[config.mk]
export PLATFORM = sky130hd
export DESIGN_NAME = sequencer_interrupt_ctrl_regs
export DESIGN_NICKNAME = d
export VERILOG_FILES = /design/src/hw/seq_int_pkg.sv /design/src/hw/seq_int_regs.sv
export SDC_FILE = /design/constraint.sdc
export NUM_CORES = 1
export LEC_CHECK = 0
export BUFFER_PORTS_ARGS = -buffer_cell sky130_fd_sc_hd__buf_2
export CAP_MARGIN = 20
export CORE_MARGIN = 5
export CORE_UTILIZATION = 33
export DETAILED_ROUTE_END_ITERATION = 7
export GPL_TIMING_DRIVEN = 0
export RECOVER_POWER = 100
export SLEW_MARGIN = 0
export SYNTH_ARGS = -nofsm -noshare
export SYNTH_HDL_FRONTEND = slang
export SYNTH_SLANG_ARGS = --single-unit
[constraint.sdc]
create_clock -name REF_CLK_IN -period 3 [get_ports REF_CLK_IN]
set_input_delay 0.15 -clock REF_CLK_IN [delete_from_list [all_inputs] [get_ports REF_CLK_IN]]
set_output_delay 0.15 -clock REF_CLK_IN [all_outputs]
set_load 0.01 [all_outputs]
[src/hw/seq_int_pkg.sv]
// Contract
// RULE_01: the sequencer status word shows buffer enable at bit 28 and buffer lock at bit 29.
// RULE_02: the buffer enable status reads one exactly while the branch target buffer is enabled.
// RULE_03: while lock status is one, every new buffer entry is written with its lock bit set.
// RULE_04: the status word shows emulation, exception and interrupt pending masks at 22, 21, 20.
// RULE_05: flag pin control holds the direction of flags 3..0 at bits 3..0.
// RULE_06: flag pin control holds the output value of flags 3..0 at bits 7..4.
// RULE_07: the flag set alias sets and the flag clear alias clears flag pin control bits.
// RULE_08: flag input states stay in the sequencer status word, not in flag pin control.
// RULE_09: set and clear aliases act on the low interrupt latch word.
// RULE_10: set and clear aliases act on the high interrupt latch word the same way.
// RULE_11: bits 31:28 of high latch, high mask and high pending mask carry no function.
// RULE_12: interrupt control holds edge or level selects of requests 3..0 at bits 3..0.
// RULE_13: interrupt control holds timer 1 run at bit 5 and timer 0 run at bit 4.
// RULE_14: every other interrupt control bit is reserved and reads zero.
// RULE_15: sequencer control holds exception enable at bit 3 and global enable at bit 2.
// RULE_16: sequencer control bits 27 to 16 are reserved.
// RULE_17: alias writes touch only the bits written as one.
package seq_int_pkg;
    // register byte addresses
    localparam logic [7:0] SEQ_STATUS_ADDR = 8'h00;
    localparam logic [7:0] SEQ_CONTROL_ADDR = 8'h04;
    localparam logic [7:0] FLAG_CTRL_ADDR = 8'h08;
    localparam logic [7:0] FLAG_SET_ADDR = 8'h0C;
    localparam logic [7:0] FLAG_CLR_ADDR = 8'h10;
    localparam logic [7:0] LATCH_LOW_ADDR = 8'h14;
    localparam logic [7:0] LATCH_LOW_SET_ADDR = 8'h18;
    localparam logic [7:0] LATCH_LOW_CLR_ADDR = 8'h1C;
    localparam logic [7:0] LATCH_HIGH_ADDR = 8'h20;
    localparam logic [7:0] LATCH_HIGH_SET_ADDR = 8'h24;
    localparam logic [7:0] LATCH_HIGH_CLR_ADDR = 8'h28;
    localparam logic [7:0] MASK_HIGH_ADDR = 8'h2C;
    localparam logic [7:0] PEND_HIGH_ADDR = 8'h30;
    localparam logic [7:0] INT_CTRL_ADDR = 8'h34;
    // sequencer status fields
    localparam int BUF_EN_BIT = 28;
    localparam int BUF_LOCK_BIT = 29;
    localparam int PEND_EMU_BIT = 22;
    localparam int PEND_EXC_BIT = 21;
    localparam int PEND_HWI_BIT = 20;
    localparam int FLAG_IN_LSB = 0;
    // sequencer control fields
    localparam int EXC_EN_BIT = 3;
    localparam int GIE_BIT = 2;
    localparam logic [31:0] SEQ_CTRL_MASK = 32'hF000FFFF;
    // flag control and interrupt control fields
    localparam int FLAG_DIR_LSB = 0;
    localparam int FLAG_VAL_LSB = 4;
    localparam logic [31:0] FLAG_CTRL_MASK = 32'h000000FF;
    localparam logic [31:0] INT_CTRL_MASK = 32'h0000003F;
    localparam logic [31:0] HIGH_WORD_MASK = 32'h0FFFFFFF;
    // reset values
    localparam logic [31:0] ZERO_RESET = 32'h00000000;
    // branch buffer commands
    localparam logic [1:0] BUF_CMD_NONE = 2'h0;
    localparam logic [1:0] BUF_CMD_ENABLE = 2'h1;
    localparam logic [1:0] BUF_CMD_DISABLE = 2'h2;
    localparam logic [1:0] BUF_CMD_LOCK = 2'h3;
endpackage : seq_int_pkg

[src/hw/seq_int_regs.sv]
// Our own choices: the AHB-Lite register port and the placing of the registers.
`timescale 1ns/1ps
`default_nettype none
module sequencer_interrupt_ctrl_regs (
    // clock and reset
    input wire logic REF_CLK_IN,
    input wire logic RST_N_IN,
    // ahb-lite slave
    input wire logic HSEL_IN,
    input wire logic [31:0] HADDR_IN,
    input wire logic [1:0] HTRANS_IN,
    input wire logic HWRITE_IN,
    input wire logic [2:0] HSIZE_IN,
    input wire logic [31:0] HWDATA_IN,
    input wire logic HREADY_IN,
    output logic [31:0] HRDATA_OUT,
    output logic HREADYOUT_OUT,
    output logic HRESP_OUT,
    // branch buffer control from sequencer
    input wire logic [1:0] BUF_CMD_IN,
    input wire logic BUF_UNLOCK_IN,
    input wire logic BUF_ENTRY_WRITE_IN,
    output logic BUF_ENTRY_LOCK_OUT,
    output logic BUF_ENABLE_OUT,
    // pending-mask indications from core
    input wire logic [2:0] PEND_MASK_IN,
    // flag pins, input sampled on REF_CLK_IN through two flops
    input wire logic [3:0] FLAG_PIN_IN,
    output logic [3:0] FLAG_PIN_OUT,
    output logic [3:0] FLAG_PIN_OE_OUT,
    // interrupt and timer controls
    input wire logic [31:0] LATCH_LOW_EVENT_IN,
    input wire logic [31:0] LATCH_HIGH_EVENT_IN,
    output logic [31:0] LATCH_LOW_OUT,
    output logic [31:0] LATCH_HIGH_OUT,
    output logic [31:0] MASK_HIGH_OUT,
    output logic [3:0] IRQ_EDGE_SEL_OUT,
    output logic TIMER0_RUN_OUT,
    output logic TIMER1_RUN_OUT,
    output logic EXC_ENABLE_OUT,
    output logic GIE_OUT
);
    logic ap_valid;
    logic wr_pend_reg;
    logic [7:0] wr_addr_reg;
    logic [31:0] wd;
    logic [31:0] seq_ctrl_reg;
    logic [31:0] flag_ctrl_reg;
    logic [31:0] latch_low_reg;
    logic [31:0] latch_high_reg;
    logic [31:0] mask_high_reg;
    logic [31:0] pend_high_reg;
    logic [31:0] int_ctrl_reg;
    logic buf_en_reg;
    logic buf_lock_reg;
    logic [3:0] flag_meta_reg;
    logic [3:0] flag_sync_reg;
    logic [31:0] status_word;
    logic [31:0] rdata_reg;

    // one function for every alias: ones touch, zeros leave alone
    function automatic logic [31:0] wr_hit(input logic pend, input logic [7:0] a,
                                           input logic [7:0] target, input logic [31:0] d);
        wr_hit = (pend && a == target) ? d : 32'h00000000;
    endfunction : wr_hit

    assign ap_valid = HSEL_IN && HREADY_IN && HTRANS_IN[1];
    assign wd = HWDATA_IN;
    // zero wait state, always okay
    assign HREADYOUT_OUT = 1'b1;
    assign HRESP_OUT = 1'b0;

    // capture write address phase
    always_ff @(posedge REF_CLK_IN) begin
        if (!RST_N_IN) begin
            wr_pend_reg <= 1'b0;
            wr_addr_reg <= 8'h00;
        end else begin
            wr_pend_reg <= ap_valid && HWRITE_IN;
            wr_addr_reg <= HADDR_IN[7:0];
        end
    end

    // flag pins cross in through two flops
    always_ff @(posedge REF_CLK_IN) begin
        if (!RST_N_IN) begin
            flag_meta_reg <= 4'h0;
            flag_sync_reg <= 4'h0;
        end else begin
            flag_meta_reg <= FLAG_PIN_IN;
            flag_sync_reg <= flag_meta_reg;
        end
    end

    // RULE_15 RULE_16 control with reserved gap
    always_ff @(posedge REF_CLK_IN) begin
        if (!RST_N_IN) begin
            seq_ctrl_reg <= seq_int_pkg::ZERO_RESET;
        end else if (wr_pend_reg && wr_addr_reg == seq_int_pkg::SEQ_CONTROL_ADDR) begin
            seq_ctrl_reg <= wd & seq_int_pkg::SEQ_CTRL_MASK;
        end
    end

    // RULE_05 RULE_06 RULE_07 RULE_17 flag control and aliases
    always_ff @(posedge REF_CLK_IN) begin
        if (!RST_N_IN) begin
            flag_ctrl_reg <= seq_int_pkg::ZERO_RESET;
        end else if (wr_pend_reg && wr_addr_reg == seq_int_pkg::FLAG_CTRL_ADDR) begin
            flag_ctrl_reg <= wd & seq_int_pkg::FLAG_CTRL_MASK;
        end else begin
            flag_ctrl_reg <= ((flag_ctrl_reg
                | wr_hit(wr_pend_reg, wr_addr_reg, seq_int_pkg::FLAG_SET_ADDR, wd))
                & ~wr_hit(wr_pend_reg, wr_addr_reg, seq_int_pkg::FLAG_CLR_ADDR, wd))
                & seq_int_pkg::FLAG_CTRL_MASK;
        end
    end

    // RULE_09 RULE_17 low latch: hardware event wins over clear
    always_ff @(posedge REF_CLK_IN) begin
        if (!RST_N_IN) begin
            latch_low_reg <= seq_int_pkg::ZERO_RESET;
        end else if (wr_pend_reg && wr_addr_reg == seq_int_pkg::LATCH_LOW_ADDR) begin
            latch_low_reg <= wd | LATCH_LOW_EVENT_IN;
        end else begin
            latch_low_reg <= (latch_low_reg
                & ~wr_hit(wr_pend_reg, wr_addr_reg, seq_int_pkg::LATCH_LOW_CLR_ADDR, wd))
                | wr_hit(wr_pend_reg, wr_addr_reg, seq_int_pkg::LATCH_LOW_SET_ADDR, wd)
                | LATCH_LOW_EVENT_IN;
        end
    end

    // RULE_10 RULE_11 high latch, top nibble held at zero
    always_ff @(posedge REF_CLK_IN) begin
        if (!RST_N_IN) begin
            latch_high_reg <= seq_int_pkg::ZERO_RESET;
        end else if (wr_pend_reg && wr_addr_reg == seq_int_pkg::LATCH_HIGH_ADDR) begin
            latch_high_reg <= (wd | LATCH_HIGH_EVENT_IN) & seq_int_pkg::HIGH_WORD_MASK;
        end else begin
            latch_high_reg <= ((latch_high_reg
                & ~wr_hit(wr_pend_reg, wr_addr_reg, seq_int_pkg::LATCH_HIGH_CLR_ADDR, wd))
                | wr_hit(wr_pend_reg, wr_addr_reg, seq_int_pkg::LATCH_HIGH_SET_ADDR, wd)
                | LATCH_HIGH_EVENT_IN) & seq_int_pkg::HIGH_WORD_MASK;
        end
    end

    // RULE_11 high mask and pending mask words
    always_ff @(posedge REF_CLK_IN) begin
        if (!RST_N_IN) begin
            mask_high_reg <= seq_int_pkg::ZERO_RESET;
            pend_high_reg <= seq_int_pkg::ZERO_RESET;
        end else if (wr_pend_reg && wr_addr_reg == seq_int_pkg::MASK_HIGH_ADDR) begin
            mask_high_reg <= wd & seq_int_pkg::HIGH_WORD_MASK;
        end else if (wr_pend_reg && wr_addr_reg == seq_int_pkg::PEND_HIGH_ADDR) begin
            pend_high_reg <= wd & seq_int_pkg::HIGH_WORD_MASK;
        end
    end

    // RULE_12 RULE_13 RULE_14 interrupt control, reserved masked
    always_ff @(posedge REF_CLK_IN) begin
        if (!RST_N_IN) begin
            int_ctrl_reg <= seq_int_pkg::ZERO_RESET;
        end else if (wr_pend_reg && wr_addr_reg == seq_int_pkg::INT_CTRL_ADDR) begin
            int_ctrl_reg <= wd & seq_int_pkg::INT_CTRL_MASK;
        end
    end

    // RULE_02 branch buffer state from sequencer commands, not software
    always_ff @(posedge REF_CLK_IN) begin
        if (!RST_N_IN) begin
            buf_en_reg <= 1'b0;
            buf_lock_reg <= 1'b0;
        end else begin
            if (BUF_CMD_IN == seq_int_pkg::BUF_CMD_ENABLE) begin
                buf_en_reg <= 1'b1;
            end else if (BUF_CMD_IN == seq_int_pkg::BUF_CMD_DISABLE) begin
                buf_en_reg <= 1'b0;
            end
            if (BUF_CMD_IN == seq_int_pkg::BUF_CMD_LOCK) begin
                buf_lock_reg <= 1'b1;
            end else if (BUF_UNLOCK_IN) begin
                buf_lock_reg <= 1'b0;
            end
        end
    end

    // RULE_01 RULE_04 RULE_08 status word assembly
    always_comb begin
        status_word = 32'h00000000;
        status_word[seq_int_pkg::BUF_EN_BIT] = buf_en_reg;
        status_word[seq_int_pkg::BUF_LOCK_BIT] = buf_lock_reg;
        status_word[seq_int_pkg::PEND_EMU_BIT] = PEND_MASK_IN[2];
        status_word[seq_int_pkg::PEND_EXC_BIT] = PEND_MASK_IN[1];
        status_word[seq_int_pkg::PEND_HWI_BIT] = PEND_MASK_IN[0];
        status_word[seq_int_pkg::FLAG_IN_LSB +: 4] = flag_sync_reg;
    end

    // read data registered at data phase; aliases and unmapped read zero
    always_ff @(posedge REF_CLK_IN) begin
        if (!RST_N_IN) begin
            rdata_reg <= 32'h00000000;
        end else if (ap_valid && !HWRITE_IN) begin
            unique case (HADDR_IN[7:0])
                seq_int_pkg::SEQ_STATUS_ADDR: rdata_reg <= status_word;
                seq_int_pkg::SEQ_CONTROL_ADDR: rdata_reg <= seq_ctrl_reg;
                seq_int_pkg::FLAG_CTRL_ADDR: rdata_reg <= flag_ctrl_reg;
                seq_int_pkg::LATCH_LOW_ADDR: rdata_reg <= latch_low_reg;
                seq_int_pkg::LATCH_HIGH_ADDR: rdata_reg <= latch_high_reg;
                seq_int_pkg::MASK_HIGH_ADDR: rdata_reg <= mask_high_reg;
                seq_int_pkg::PEND_HIGH_ADDR: rdata_reg <= pend_high_reg;
                seq_int_pkg::INT_CTRL_ADDR: rdata_reg <= int_ctrl_reg;
                default: rdata_reg <= 32'h00000000;
            endcase
        end
    end
    assign HRDATA_OUT = rdata_reg;

    // outputs to the core
    // RULE_03 lock stamp on new entries
    assign BUF_ENTRY_LOCK_OUT = buf_lock_reg && BUF_ENTRY_WRITE_IN;
    assign BUF_ENABLE_OUT = buf_en_reg;
    assign FLAG_PIN_OE_OUT = flag_ctrl_reg[seq_int_pkg::FLAG_DIR_LSB +: 4];
    assign FLAG_PIN_OUT = flag_ctrl_reg[seq_int_pkg::FLAG_VAL_LSB +: 4];
    assign LATCH_LOW_OUT = latch_low_reg;
    assign LATCH_HIGH_OUT = latch_high_reg;
    assign MASK_HIGH_OUT = mask_high_reg;
    assign IRQ_EDGE_SEL_OUT = int_ctrl_reg[3:0];
    assign TIMER0_RUN_OUT = int_ctrl_reg[4];
    assign TIMER1_RUN_OUT = int_ctrl_reg[5];
    assign EXC_ENABLE_OUT = seq_ctrl_reg[seq_int_pkg::EXC_EN_BIT];
    assign GIE_OUT = seq_ctrl_reg[seq_int_pkg::GIE_BIT];

    // flag set alias takes effect next cycle
    flag_set_a: assert property (@(posedge REF_CLK_IN) disable iff (!RST_N_IN) // RULE_07
        (wr_pend_reg && wr_addr_reg == seq_int_pkg::FLAG_SET_ADDR)
        |=> ((flag_ctrl_reg & ($past(wd) & seq_int_pkg::FLAG_CTRL_MASK))
             == ($past(wd) & seq_int_pkg::FLAG_CTRL_MASK)))
        else $error("flag set alias missed");
    flag_clear_a: assert property (@(posedge REF_CLK_IN) disable iff (!RST_N_IN) // RULE_07
        (wr_pend_reg && wr_addr_reg == seq_int_pkg::FLAG_CLR_ADDR)
        |=> ((flag_ctrl_reg & $past(wd)) == 32'h00000000))
        else $error("flag clear alias missed");
    alias_zeros_keep_a: assert property (@(posedge REF_CLK_IN) disable iff (!RST_N_IN) // RULE_17
        (wr_pend_reg && wr_addr_reg == seq_int_pkg::FLAG_CLR_ADDR)
        |=> ((flag_ctrl_reg & ~$past(wd)) == ($past(flag_ctrl_reg) & ~$past(wd))))
        else $error("alias disturbed zero bits");
    low_latch_set_a: assert property (@(posedge REF_CLK_IN) disable iff (!RST_N_IN) // RULE_09
        (wr_pend_reg && wr_addr_reg == seq_int_pkg::LATCH_LOW_SET_ADDR)
        |=> ((latch_low_reg & $past(wd)) == $past(wd)))
        else $error("low latch set missed");
    low_latch_clear_a: assert property (@(posedge REF_CLK_IN) disable iff (!RST_N_IN) // RULE_09
        (wr_pend_reg && wr_addr_reg == seq_int_pkg::LATCH_LOW_CLR_ADDR)
        |=> ((latch_low_reg & $past(wd) & ~$past(LATCH_LOW_EVENT_IN)) == 32'h00000000))
        else $error("low latch clear missed");
    high_latch_set_a: assert property (@(posedge REF_CLK_IN) disable iff (!RST_N_IN) // RULE_10
        (wr_pend_reg && wr_addr_reg == seq_int_pkg::LATCH_HIGH_SET_ADDR)
        |=> ((latch_high_reg & $past(wd) & seq_int_pkg::HIGH_WORD_MASK)
             == ($past(wd) & seq_int_pkg::HIGH_WORD_MASK)))
        else $error("high latch set missed");
    high_latch_clear_a: assert property (@(posedge REF_CLK_IN) disable iff (!RST_N_IN) // RULE_10
        (wr_pend_reg && wr_addr_reg == seq_int_pkg::LATCH_HIGH_CLR_ADDR)
        |=> ((latch_high_reg & $past(wd) & ~$past(LATCH_HIGH_EVENT_IN)) == 32'h00000000))
        else $error("high latch clear missed");
    // an event in the same cycle as a clear must still land
    low_event_wins_a: assert property (@(posedge REF_CLK_IN) disable iff (!RST_N_IN) // RULE_09
        (LATCH_LOW_EVENT_IN != 32'h00000000)
        |=> ((latch_low_reg & $past(LATCH_LOW_EVENT_IN)) == $past(LATCH_LOW_EVENT_IN)))
        else $error("low latch event lost");
    high_nibble_zero_a: assert property (@(posedge REF_CLK_IN) disable iff (!RST_N_IN) // RULE_11
        (latch_high_reg[31:28] == 4'h0) && (mask_high_reg[31:28] == 4'h0)
        && (pend_high_reg[31:28] == 4'h0))
        else $error("high word top bits set");
    int_ctrl_rsvd_a: assert property (@(posedge REF_CLK_IN) disable iff (!RST_N_IN) // RULE_14
        (int_ctrl_reg & ~seq_int_pkg::INT_CTRL_MASK) == 32'h00000000)
        else $error("interrupt control reserved set");
    seq_ctrl_rsvd_a: assert property (@(posedge REF_CLK_IN) disable iff (!RST_N_IN) // RULE_16
        seq_ctrl_reg[27:16] == 12'h000)
        else $error("control reserved bits set");
    buf_en_tracks_a: assert property (@(posedge REF_CLK_IN) disable iff (!RST_N_IN) // RULE_02
        (BUF_CMD_IN == seq_int_pkg::BUF_CMD_ENABLE) |=> status_word[28] ##0 BUF_ENABLE_OUT)
        else $error("enable status not set");
    entry_lock_a: assert property (@(posedge REF_CLK_IN) disable iff (!RST_N_IN) // RULE_03
        (status_word[29] && BUF_ENTRY_WRITE_IN) |-> BUF_ENTRY_LOCK_OUT)
        else $error("entry not locked");
endmodule : sequencer_interrupt_ctrl_regs
`default_nettype wire
==> qor.txt <==
1st-iter DRT viols - 699
Post-CTS Setup Bufs - 0
FF+latch area - 4020 sq um
# H-tree levels - 1
Clock-pin transition on the worst setup and hold timing paths - 0.06 ns
P_int - 0.00483 W
Die area - 30300 sq um
Most used DFF post-synth - dfxtp_1
Vias in the first global route - 9012
Largest cells by area after synthesis - dfxtp_1, mux2i_1, a21oi_1
Die Span Y - 174 microns
Clock tree buffer depth - 3
Post-synth EDFFs - 0
TritonCTS clock tree - built
Yosys warns - 0
Slowest Stage Delay on Critical Path - 0.68 ns
Total Routing Usage GR - 23.6%
Final hold violation count - 0
Worst IR Drop VDD - 0.000338 V
Starting density of the core - 33.3%
Area of the multi-input gates - 4390 sq um
Largest net degree at the start of global routing - 13
Via density - 5.23
Critical setup path kind - flop to flop
Cell Rows - 60
Synth top area share - 45.3%
Post-route cell area - 12100 sq um
Fmax - 378 MHz
Sw Ratio - 25.1%
Power per cell area - 533 nW/um^2
Mean area per synthesized cell - 8.89 sq um
Comb pwr share - 10.8%
Die X - 174 microns
Max-cap violations - 0
Seq pwr share - 43.8%
Clock Latency Late Sink - 0.51 ns
Fin. max-slew vios - 0
Layout cells sized above 1 - 15.8%
Fin nets - 1524
Clock network power share - 45.4%
Worst path bufs/invs - 2
Data arrival, critical path - 3.02 ns
Post-synthesis instance total - 1000
CP max FO - 10
Startpoint types - flop
Clock Root Buffer - clkbuf_16
Global route overflow - 0
Post-CTS resize count - 0
DP Area - 10600 sq um
Tmin final - 2.64 ns
HPWL Detailed - 26800 microns
Critical path endpoint category - flop
Outcome - complete, no violations
Remaining antenna violation count after routing - 0
Routed vias - 9059
Clock Skew - 0.00901 ns
Hold WC Path Type - input port to flop
Critical path's top delay family - buffers and inverters
Biggest area consumer among synthesized cells - dfxtp_1
Final WS setup - 0.356 ns
Netlist cell types - 63
Core Region - 26700 sq um
Fin Setup TNS - 0 ns
Cells along the critical path - nor3b_1, nand3_1, nor3_1, clkbuf_1, clkbuf_2, mux2i_1, nor2_1
Period utilisation layout - 88.1%
Pwr Total - 0.00644 W
Asr flop ratio synth - 0%
Worst slew margin - 25.3%
Io pins - 297
Hold_buf cts - 95
Slowest CP cell - clkbuf_1
Flop and latch count out of synthesis - 201
Final setup viols - 0
Initial antenna violation count - 0
Post-synthesis sequential area ratio - 45.3%
Pre-CTS WS - 0.437 ns
Pre-antenna DRT Iters - 7
Port bufs - 243
R2R Setup Slk - 0.36 ns
Routed length per instance - 21.8 microns
DRC viols - 0
RSZ-0062 raised after global routing - false
Worst-margin pin slew - 1.12 ns
Final WL - 37700 microns
Placer congestion estimate - 0.924
# fillers - 2709
CTS Buf Count - 24
First-pass GRT wire length - 55700 microns
Switch Pwr - 0.00162 W
Worst EP required - 3.38 ns
Synth-to-layout area growth - 36.1%
Syn Std Cell Area - 8890 sq um
Pleak - 4.63 nW
# clock sinks - 201
layout by cell type (no fill, tap or decap), types with 3 or more instances in the layout:
master and instances:
nand4_1 3, dfxtp_1 201, inv_1 4, clkbuf_1 208
buf_4 14, conb_1 10, a31o_1 5, and2_0 11
nor2b_1 3, nand2_1 126, mux2i_1 90, nand3_1 3
a21oi_1 131, nor3b_1 3, clkbuf_16 25, nor3_1 4
o21ai_0 63, and3_1 3, a22o_1 37, a2111oi_0 3
buf_2 115, o32ai_1 5, clkinv_2 7, o22ai_1 7
o31ai_1 4, mux2_2 6, dlygate4sd3_1 95, a221oi_1 15
a31o_2 27, a22oi_1 9, o2bb2ai_1 3, buf_6 5
and2_1 14, clkbuf_8 3, a211oi_1 9, nor2_1 80
logic make-up after synthesis:
family / after synthesis / share of synthesized area [%]
adders and majority gates: 2 / 0.281
buffers and inverters: 99 / 5.66
and+or+nand+nor: 271 / 14.0
other: 2 / 0.0845
DFF: 201 / 45.3
AOI/OAI and AO/OA: 328 / 23.7
muxes: 96 / 10.9
xor gates and xnor gates: 1 / 0.0985
final cells by class:
| cell class | instances | share of cell area (%) |
|---|---|---|
| multi-input cells | 708 | 36.2 |
| flip-flops and latches | 201 | 33.3 |
| repair buffers | 339 | 16.5 |
| clock buffers | 34 | 5.70 |
| plain buffers | 95 | 3.82 |
| well taps | 341 | 3.53 |
| clock inverters | 9 | 0.786 |
| inverters | 4 | 0.124 |
| diodes | 1 | 0.0207 |
power groups by stage:
stage / Sequential [W] / Clock, W / Combinational, W
after floorplan: 0.00289 / 0 / 0.000291
after global placement: 0.00288 / 0 / 0.000611
after detailed placement: 0.00288 / 0 / 0.000617
after CTS: 0.00282 / 0.00295 / 0.000712
after global routing: 0.00283 / 0.00306 / 0.000755
final: 0.00282 / 0.00292 / 0.000698
worst min-delay path, stage by stage:
cell and delay (ns):
buf_2 0.09, ha_1 0.13, a21oi_1 0.04, nor2_1 0.07
routing by layer:
metal | up-vias | global-route usage (%) | share of wire, %
li1 | 4326 | - | -
met1 | 4310 | 31.2 | 43
met2 | 369 | 39.7 | 47
met3 | 54 | 4.24 | 7.4
met4 | 0 | 6.60 | 2.7
met5 | - | 0 | 0
Yosys cell counts, types with 3 or more instances:
master / instances
a22o_1: 37
a21oi_1: 131
inv_1: 3
buf_2: 18
a22oi_1: 9
nand3_1: 3
mux2i_1: 90
and3_1: 3
nor3b_1: 3
o32ai_1: 5
dfxtp_1: 201
o31ai_1: 4
o22ai_1: 7
a2111oi_0: 3
nor2b_1: 3
nand4_1: 3
buf_1: 3
mux2_2: 6
o21ai_0: 61
a221oi_1: 15
clkbuf_1: 52
a211oi_1: 9
nor3_1: 4
buf_6: 7
a31o_2: 27
nand2_1: 126
and2_1: 23
buf_4: 15
a31o_1: 5
nor2_1: 80
o2bb2ai_1: 3
stage by stage:
stage / utilization (%) / hold slack, ns / instances
CTS: 46.0 / 0.000907 / 1730
global route: 45.3 / 0.00912 / 1731
global placement: 39.5 / 0.362 / 1592
finish: 45.3 / 0.0172 / 1732
detailed placement: 39.5 / 0.363 / 1592
floorplan: - / 0.272 / 1008
path summary, 6_finish.rpt:
path | end | from | cells past startpoint
max | pend_high_reg[10] | wr_addr_reg[7] | 7
min | buf_lock_reg | BUF_CMD_IN[1] | 4
max reg2reg | pend_high_reg[10] | wr_addr_reg[7] | 7
min reg2reg | flag_sync_reg[2] | flag_meta_reg[2] | 1
No activity file was read; power rests on OpenSTA's default activity.
